$ cat config.mk
export PLATFORM = sky130hd
export DESIGN_NAME = tpw_single_pulse_pwm_mode
export DESIGN_NICKNAME = d
export VERILOG_FILES = /design/src/verilog/tpw_pkg.sv /design/src/verilog/tpw_single_pulse_pwm_mode.sv
export SDC_FILE = /design/constraint.sdc
export NUM_CORES = 1
export LEC_CHECK = 0
export BUFFER_PORTS_ARGS = -buffer_cell sky130_fd_sc_hd__buf_4
export CORE_ASPECT_RATIO = 0.9
export CORE_UTILIZATION = 59
export CTS_CLUSTER_SIZE = 30
export DETAILED_ROUTE_END_ITERATION = 10
export PLACE_DENSITY = 0.84
export SLEW_MARGIN = 30
export SYNTH_ARGS = -nofsm -noshare
export SYNTH_HDL_FRONTEND = slang
export SYNTH_SLANG_ARGS = --single-unit
$ cat constraint.sdc
create_clock -name aclk -period 4 [get_ports aclk]
set_input_delay 0.8 -clock aclk [delete_from_list [all_inputs] [get_ports aclk]]
set_output_delay 0.8 -clock aclk [all_outputs]
set_load 0.02 [all_outputs]
$ cat src/verilog/tpw_pkg.sv
// Constants shared by the single-pulse PWM timer block
package tpw_pkg;
  localparam int          AXI_AW     = 8;
  // Register byte offsets
  localparam logic [7:0]  OFF_CTRL   = 8'h00;
  localparam logic [7:0]  OFF_PERIOD = 8'h04;
  localparam logic [7:0]  OFF_LEAD   = 8'h08;
  localparam logic [7:0]  OFF_TRAIL  = 8'h0c;
  localparam logic [7:0]  OFF_COUNT  = 8'h10;
  localparam logic [7:0]  OFF_STATUS = 8'h14;
  localparam logic [7:0]  OFF_MASK   = 8'h18;
  // Control register fields
  localparam int          CB_RUN     = 0;
  localparam int          CB_POL     = 1;
  localparam int          CB_INIT    = 2;
  localparam int          CB_BUF     = 3;
  localparam int          CB_TRG     = 4;
  localparam int          CB_CUT     = 5;
  localparam int          CB_ADC     = 6;
  localparam int          CB_SRC     = 8;
  localparam int          CTRL_W     = 10;
  // Status and mask fields
  localparam int          ST_PERIOD  = 0;
  localparam int          ST_LEAD    = 1;
  localparam int          ST_TRAIL   = 2;
  localparam int          ST_W       = 3;
  // Values after reset: active high, initial level low, stopped
  localparam logic [9:0]  CTRL_RST   = 10'h002;
  localparam logic [15:0] PERIOD_RST = 16'hffff;
  localparam logic [15:0] LEAD_RST   = 16'h0000;
  localparam logic [15:0] TRAIL_RST  = 16'h0000;
  localparam logic [2:0]  MASK_RST   = 3'h0;
  localparam int          PRE_W      = 3;
  localparam logic [1:0]  RESP_OKAY  = 2'h0;
  localparam logic [1:0]  RESP_SLV   = 2'h2;
endpackage : tpw_pkg

$ cat src/verilog/tpw_single_pulse_pwm_mode.sv
// Single-pulse PWM timer with AXI4-Lite register slave
// Functional notes
// Counter clears after matching period register
// Period lasts period value plus one counts
// Output goes active at leading-edge match
// Pulse width is trailing minus leading value
// Software selects active polarity and initial level
// Period match raises the timer interrupt
// Undivided clock selectable as count source
// Buffer operation can be switched off
// Trigger, cutoff, converter trigger independently disabled
// Output returns inactive at every period restart unless the leading compare is zero
module tpw_single_pulse_pwm_mode #(
  parameter int CNT_W = 16
) (
  input  wire logic                        aclk,
  input  wire logic                        aresetn,
  input  wire logic                        clk_en,
  input  wire logic                        external_trigger_pin,
  input  wire logic                        cutoff_pin,
  output logic                             pwm_output_pin,
  output logic                             adc_trigger,
  output logic                             irq,
  input  wire logic [tpw_pkg::AXI_AW-1:0]  awaddr,
  input  wire logic                        awvalid,
  output logic                             awready,
  input  wire logic [31:0]                 wdata,
  input  wire logic [3:0]                  wstrb,
  input  wire logic                        wvalid,
  output logic                             wready,
  output logic [1:0]                       bresp,
  output logic                             bvalid,
  input  wire logic                        bready,
  input  wire logic [tpw_pkg::AXI_AW-1:0]  araddr,
  input  wire logic                        arvalid,
  output logic                             arready,
  output logic [31:0]                      rdata,
  output logic [1:0]                       rresp,
  output logic                             rvalid,
  input  wire logic                        rready
);
  import tpw_pkg::*;

  function automatic logic [31:0] merge(input logic [31:0] old, nw, input logic [3:0] strb);
    logic [31:0] res;
    res = old;
    for (int i = 0; i < 4; i++) begin
      if (strb[i]) begin
        res[8*i +: 8] = nw[8*i +: 8];
      end
    end
    return res;
  endfunction : merge

  function automatic logic mapped(input logic [AXI_AW-1:0] a);
    return (a[1:0] == 2'h0) && (a <= OFF_MASK);
  endfunction : mapped

  logic [CTRL_W-1:0] ctrl;
  logic [CNT_W-1:0]  pwm_counter;
  logic [CNT_W-1:0]  period_compare_reg;
  logic [CNT_W-1:0]  leading_edge_compare;
  logic [CNT_W-1:0]  trailing_edge_compare;
  logic [CNT_W-1:0]  sh_period;
  logic [CNT_W-1:0]  sh_lead;
  logic [CNT_W-1:0]  sh_trail;
  logic [ST_W-1:0]   status;
  logic [ST_W-1:0]   mask;
  logic [PRE_W-1:0]  pre;
  logic              pwm_active;
  logic              trg_s1;
  logic              trg_s2;
  logic              trg_d;
  logic              cut_s1;
  logic              cut_s2;
  logic              aw_got;
  logic              w_got;
  logic [AXI_AW-1:0] waddr_q;
  logic [31:0]       wdata_q;
  logic [3:0]        wstrb_q;

  // Control fields
  wire       run               = ctrl[CB_RUN];
  wire       pol               = ctrl[CB_POL];
  wire       init_lvl          = ctrl[CB_INIT];
  wire       buffer_mode_select = ctrl[CB_BUF];
  wire       trg_en            = ctrl[CB_TRG];
  wire       cut_en            = ctrl[CB_CUT];
  wire       adc_en            = ctrl[CB_ADC];
  wire [1:0] src               = ctrl[CB_SRC +: 2];

  // Source 0 is the undivided clock; others divide by 2, 4, 8
  wire [PRE_W-1:0] src_mask = PRE_W'((4'h1 << src) - 4'h1);
  wire tick         = clk_en & run & ((pre & src_mask) == src_mask);
  wire trg_rise     = trg_s2 & ~trg_d;
  wire trig_restart = clk_en & run & trg_en & trg_rise;
  wire cut_act      = cut_en & cut_s2;
  wire period_hit   = tick & (pwm_counter == period_compare_reg);
  wire step         = tick | trig_restart;
  wire [CNT_W-1:0] next_count = (trig_restart | period_hit) ? '0 :
                                CNT_W'(pwm_counter + 1'b1);
  // Compare against the next count so the pin changes as the counter lands
  wire restart_hit  = step & (next_count == '0);
  wire lead_hit     = step & (next_count == leading_edge_compare);
  wire trail_hit    = step & (next_count == trailing_edge_compare);

  logic next_active;
  always_comb begin
    next_active = pwm_active;
    if (restart_hit) begin
      next_active = 1'b0;
    end
    if (lead_hit) begin
      next_active = 1'b1;
    end
    if (trail_hit) begin
      next_active = 1'b0;
    end
    if (cut_act || !run) begin
      next_active = 1'b0;
    end
  end
  wire next_pin = !run ? init_lvl : (next_active ? pol : ~pol);

  // Register write path
  wire aw_hs      = awvalid & awready;
  wire w_hs       = wvalid & wready;
  wire write_fire = clk_en & aw_got & w_got & ~bvalid;
  wire wr_ok      = mapped(waddr_q);
  wire [31:0] wr_ctrl   = merge(32'(ctrl), wdata_q, wstrb_q);
  wire [31:0] wr_period = merge(32'(sh_period), wdata_q, wstrb_q);
  wire [31:0] wr_lead   = merge(32'(sh_lead), wdata_q, wstrb_q);
  wire [31:0] wr_trail  = merge(32'(sh_trail), wdata_q, wstrb_q);
  wire [31:0] wr_mask   = merge(32'(mask), wdata_q, wstrb_q);
  wire we_ctrl   = write_fire & (waddr_q == OFF_CTRL);
  wire we_period = write_fire & (waddr_q == OFF_PERIOD);
  wire we_lead   = write_fire & (waddr_q == OFF_LEAD);
  wire we_trail  = write_fire & (waddr_q == OFF_TRAIL);
  wire we_status = write_fire & (waddr_q == OFF_STATUS) & wstrb_q[0];
  wire we_mask   = write_fire & (waddr_q == OFF_MASK);
  // Buffered compares reach the counter only at a period match
  wire load_buf  = buffer_mode_select & period_hit;

  // A new event wins over a simultaneous write-one-to-clear
  wire [ST_W-1:0] events      = {trail_hit, lead_hit, period_hit};
  wire [ST_W-1:0] clr_bits    = we_status ? wdata_q[ST_W-1:0] : '0;
  wire [ST_W-1:0] next_status = (status & ~clr_bits) | events;
  wire [ST_W-1:0] next_mask   = we_mask ? wr_mask[ST_W-1:0] : mask;

  // Register read path
  wire [31:0] rd_word =
    (araddr == OFF_CTRL)   ? 32'(ctrl) :
    (araddr == OFF_PERIOD) ? 32'(sh_period) :
    (araddr == OFF_LEAD)   ? 32'(sh_lead) :
    (araddr == OFF_TRAIL)  ? 32'(sh_trail) :
    (araddr == OFF_COUNT)  ? 32'(pwm_counter) :
    (araddr == OFF_STATUS) ? 32'(status) :
    (araddr == OFF_MASK)   ? 32'(mask) : 32'h0000_0000;

  // Asynchronous pins pass two flip-flops before use
  always_ff @(posedge aclk) begin
    if (!aresetn) begin
      trg_s1 <= 1'b0;
      trg_s2 <= 1'b0;
      trg_d  <= 1'b0;
      cut_s1 <= 1'b0;
      cut_s2 <= 1'b0;
    end else if (clk_en) begin
      trg_s1 <= external_trigger_pin;
      trg_s2 <= trg_s1;
      trg_d  <= trg_s2;
      cut_s1 <= cutoff_pin;
      cut_s2 <= cut_s1;
    end
  end

  // Counter, prescaler and output
  always_ff @(posedge aclk) begin
    if (!aresetn) begin
      pre            <= '0;
      pwm_counter    <= '0;
      pwm_active     <= 1'b0;
      pwm_output_pin <= 1'b0;
      adc_trigger    <= 1'b0;
    end else if (clk_en) begin
      pre            <= run ? PRE_W'(pre + 1'b1) : '0;
      pwm_active     <= next_active;
      pwm_output_pin <= next_pin;
      adc_trigger    <= adc_en & period_hit;
      if (!run) begin
        pwm_counter <= '0;
      end else if (step) begin
        pwm_counter <= next_count;
      end
    end
  end

  // Configuration and compare registers
  always_ff @(posedge aclk) begin
    if (!aresetn) begin
      ctrl                  <= CTRL_RST;
      sh_period             <= CNT_W'(PERIOD_RST);
      sh_lead               <= CNT_W'(LEAD_RST);
      sh_trail              <= CNT_W'(TRAIL_RST);
      period_compare_reg    <= CNT_W'(PERIOD_RST);
      leading_edge_compare  <= CNT_W'(LEAD_RST);
      trailing_edge_compare <= CNT_W'(TRAIL_RST);
      mask                  <= MASK_RST;
      status                <= '0;
      irq                   <= 1'b0;
    end else if (clk_en) begin
      status <= next_status;
      irq    <= |(next_status & next_mask);
      if (we_ctrl) begin
        ctrl <= wr_ctrl[CTRL_W-1:0];
      end
      mask <= next_mask;
      if (we_period) begin
        sh_period <= wr_period[CNT_W-1:0];
      end
      if (we_lead) begin
        sh_lead <= wr_lead[CNT_W-1:0];
      end
      if (we_trail) begin
        sh_trail <= wr_trail[CNT_W-1:0];
      end
      if (load_buf) begin
        period_compare_reg    <= sh_period;
        leading_edge_compare  <= sh_lead;
        trailing_edge_compare <= sh_trail;
      end else if (!buffer_mode_select) begin
        if (we_period) begin
          period_compare_reg <= wr_period[CNT_W-1:0];
        end
        if (we_lead) begin
          leading_edge_compare <= wr_lead[CNT_W-1:0];
        end
        if (we_trail) begin
          trailing_edge_compare <= wr_trail[CNT_W-1:0];
        end
      end
    end
  end

  // AXI4-Lite handshakes; one write and one read in flight
  always_ff @(posedge aclk) begin
    if (!aresetn) begin
      awready <= 1'b1;
      wready  <= 1'b1;
      aw_got  <= 1'b0;
      w_got   <= 1'b0;
      waddr_q <= '0;
      wdata_q <= '0;
      wstrb_q <= '0;
      bvalid  <= 1'b0;
      bresp   <= RESP_OKAY;
      arready <= 1'b1;
      rvalid  <= 1'b0;
      rdata   <= '0;
      rresp   <= RESP_OKAY;
    end else if (clk_en) begin
      if (aw_hs) begin
        aw_got  <= 1'b1;
        awready <= 1'b0;
        waddr_q <= awaddr;
      end
      if (w_hs) begin
        w_got   <= 1'b1;
        wready  <= 1'b0;
        wdata_q <= wdata;
        wstrb_q <= wstrb;
      end
      if (write_fire) begin
        aw_got <= 1'b0;
        w_got  <= 1'b0;
        bvalid <= 1'b1;
        bresp  <= wr_ok ? RESP_OKAY : RESP_SLV;
      end else if (bvalid && bready) begin
        bvalid  <= 1'b0;
        awready <= 1'b1;
        wready  <= 1'b1;
      end
      if (arvalid && arready) begin
        arready <= 1'b0;
        rvalid  <= 1'b1;
        rdata   <= rd_word;
        rresp   <= mapped(araddr) ? RESP_OKAY : RESP_SLV;
      end else if (rvalid && rready) begin
        rvalid  <= 1'b0;
        arready <= 1'b1;
      end
    end
  end
endmodule : tpw_single_pulse_pwm_mode
==> results.json <==
{
  "cpPeakStageDelay_ps": 710,
  "grt_pass1_vias": 8196,
  "hp-class": "reg2reg",
  "drv_slew": 0,
  "worstSkewPairLatency_ps": 440,
  "die-area_mm2": 0.0170,
  "period_needed_ps": 3410,
  "grt_first_pass_wirelength_mm": 43.5,
  "synth-async-reset-ratio": 0,
  "synth-seq-cells": 191,
  "fmax_mhz": 293,
  "path_class": "reg2reg",
  "clk_path_buf_depth": 2,
  "post_cts.repair.setup_buffers": 0,
  "syn_avg_cell_area_um2": 8.05,
  "slew_headroom": 0.510,
  "avgRoutedWirePerCell_um": 19.0,
  "cts_tree": "yes",
  "required_ps": 4310,
  "rows": 44,
  "skew_ps": 13.6,
  "hold_viol": 0,
  "ys.flop_type": "dfxtp_1",
  "antenna_found_initial": 0,
  "hpwl_mm": 19.7,
  "drv_cap": 0,
  "setup_tns_ps": 0,
  "wirelength_mm": 27.6,
  "end_kind": "flop",
  "yosysSeqAreaShare": 0.393,
  "ir_drop_uv": 353,
  "grtUsageTotal": 0.336,
  "firstDrtPassIters": 9,
  "power_leakage_nw": 4.06,
  "synth_edf_count": 0,
  "cts_htree_levels": 4,
  "diodes": 0,
  "synth.yosys.warnings": 0,
  "critPathBufInv": 0,
  "drt_iter0_markers": 1095,
  "synth_cells": 1209,
  "vias_per_cell": 6.29,
  "io_buffers": 69,
  "holdBufCountCts": 0,
  "syn_area_mm2": 0.00973,
  "chipHeight_um": 124,
  "fin_nets": 1298,
  "outcome": "completed",
  "drive_gt1_frac": 0.132,
  "cts_resized": 0,
  "die_w_um": 137,
  "worstSetupStartpointType": "flop",
  "io_pins": 106,
  "place_congestion": 0.970,
  "synth_cell_types": 82,
  "drc": 0,
  "holdWs_ps": 454,
  "cp_data_arrival_time_ps": 3720,
  "grt_max_degree": 82,
  "path_max_fanout": 12,
  "path_cells": "and4_1, and4_1, xor2_1, o221ai_1, a211o_1, a2111oi_0, o2111a_1, o21a_1, o221ai_2",
  "ant_nets": 0,
  "synthToLayoutAreaGrowth_pct": 11.4,
  "numCtsBuffers": 17,
  "initial_utilization": 0.603,
  "overflow": 0,
  "setup_violations": 0,
  "grt_setup_unrepaired": "no",
  "clock_sinks": 191,
  "dr_total_vias": 9146,
  "power_density_mw_per_mm2": 364,
  "cts-root-buf": "clkbuf_16",
  "crit_top_cell": "and4_1",
  "worstMarginPinSlew_ps": 732,
  "coreArea_mm2": 0.0161,
  "fin_crit_sh": 0.852,
  "slowest_stage": "dfxtp_1",
  "path_clk_slew_ps": 80,
  "crit_family": "compound AO/OA/AOI/OAI gates"
}
-- cell usage after synthesis, types with 3 or more instances --
cell | count | area share
nor2b_1 | 15 | 0.0096
a211oi_1 | 20 | 0.015
buf_4 | 20 | 0.015
or4_1 | 4 | 0.0031
inv_1 | 12 | 0.0046
and2_1 | 8 | 0.0051
o21a_1 | 9 | 0.0069
o21ai_0 | 91 | 0.047
nor3_1 | 9 | 0.0046
or3_2 | 3 | 0.0023
buf_2 | 8 | 0.0041
mux2i_1 | 62 | 0.064
o211ai_1 | 8 | 0.0062
xor2_1 | 13 | 0.012
or3_1 | 11 | 0.0071
nor4_1 | 12 | 0.0077
clkbuf_1 | 68 | 0.026
nor2_1 | 126 | 0.049
nand3_1 | 50 | 0.026
mux2_2 | 14 | 0.016
dfxtp_1 | 191 | 0.39
a22oi_1 | 14 | 0.011
and3_1 | 11 | 0.0071
buf_1 | 4 | 0.0015
a31oi_1 | 6 | 0.0039
o22ai_1 | 11 | 0.0071
nand2b_1 | 4 | 0.0026
a21o_1 | 7 | 0.0054
clkbuf_8 | 3 | 0.0042
xnor2_1 | 18 | 0.016
a22o_1 | 3 | 0.0027
nor4b_1 | 3 | 0.0027
nand2_1 | 152 | 0.059
nand3b_1 | 7 | 0.0054
buf_6 | 5 | 0.0058
a21oi_1 | 131 | 0.067
and4_1 | 6 | 0.0054
a221oi_1 | 14 | 0.013
nand4_1 | 6 | 0.0039
-- cell usage in the layout, fill, tap and decap left out, types with 3 or more instances in the layout --
cell type and count:
a31oi_1 6, a221oi_1 14, a22oi_1 14, nand2_1 152
buf_4 100, a21o_1 7, clkbuf_16 17, mux2_2 14
nand2b_1 4, nand3b_1 7, nand4_1 6, mux2i_1 62
nor4b_1 3, inv_6 3, and4_1 6, nor2b_1 15
inv_1 11, o211ai_1 8, conb_1 18, and3_1 11
xnor2_1 18, nor4_1 12, a21oi_1 131, dfxtp_1 191
xor2_1 13, o21ai_1 3, a211oi_1 20, nand3_1 50
or3_1 11, or3_2 3, o21a_1 9, nor2_1 126
o22ai_1 11, a22o_1 3, clkinv_8 7, and2_1 8
nor3_1 9, or4_1 4, o21ai_0 90
-- report_power, final --
| part | internal [W] | switching, W | total [W] |
|---|---|---|---|
| clock network | 0.000857 | 0.000876 | 0.00173 |
| registers | 0.00193 | 0.0000387 | 0.00197 |
| logic | 0.0000947 | 0.000151 | 0.000246 |
-- final timing paths --
| kind | slack (ps) | cells after the start | startpoint | end |
|---|---|---|---|---|
| worst min register to register | 450 | 2 | waddr_q[5]$_SDFFE_PN0P_ | waddr_q[5]$_SDFFE_PN0P_ |
| worst min-delay path | 450 | 2 | waddr_q[5]$_SDFFE_PN0P_ | waddr_q[5]$_SDFFE_PN0P_ |
| worst max register to register | 590 | 9 | pwm_counter[2]$_SDFFE_PN0P_ | pwm_output_pin$_SDFFE_PN0P_ |
| worst max-delay path | 590 | 9 | pwm_counter[2]$_SDFFE_PN0P_ | pwm_output_pin$_SDFFE_PN0P_ |
-- stage by stage --
stage	std cells	area [um2]	util	setup slack, ps	total power (W)
6_report	1454	10800	0.672	593	0.00395
5_1_grt	1454	10800	0.672	457	0.00406
4_1_cts	1454	10800	0.672	653	0.00395
3_5_place_dp	1422	10200	0.634	608	0.00225
3_3_place_gp	1422	10200	0.634	619	0.00225
2_1_floorplan	1226	9790	-	1110	0.00217
-- cell type report --
| cell class | instances | area [um2] |
|---|---|---|
| multi-input combinational | 912 | 5340 |
| fill | 1359 | 5290 |
| sequential | 191 | 3820 |
| timing repair buffer | 100 | 751 |
| clock buffer | 18 | 429 |
| tap | 207 | 259 |
| clock inverter | 14 | 188 |
| inverter | 12 | 46.3 |
-- layer usage --
layer  GRT usage  vias up  wire, um
li1            -     4315         -
met1       0.453     4294     11700
met2       0.520      472     12300
met3      0.0802       65      2770
met4       0.127        0       843
met5           0        -         0
-- worst min-delay path: stages, from the launching register on --
cell and delay (ps):
dfxtp_1 310, nand2_1 50, a21oi_1 50
-- logic make-up after synthesis --
kind of cell | count (synthesis) | synth area share
other | 1 | 0.000385
DFF | 191 | 0.393
and+or+nand+nor | 447 | 0.220
adders and majority gates | 2 | 0.00257
muxes | 76 | 0.0800
AOI/OAI and AO/OA | 336 | 0.206
buffers and inverters | 123 | 0.0648
xor gates and xnor gates | 33 | 0.0331
(Power assumes the default switching activity.)
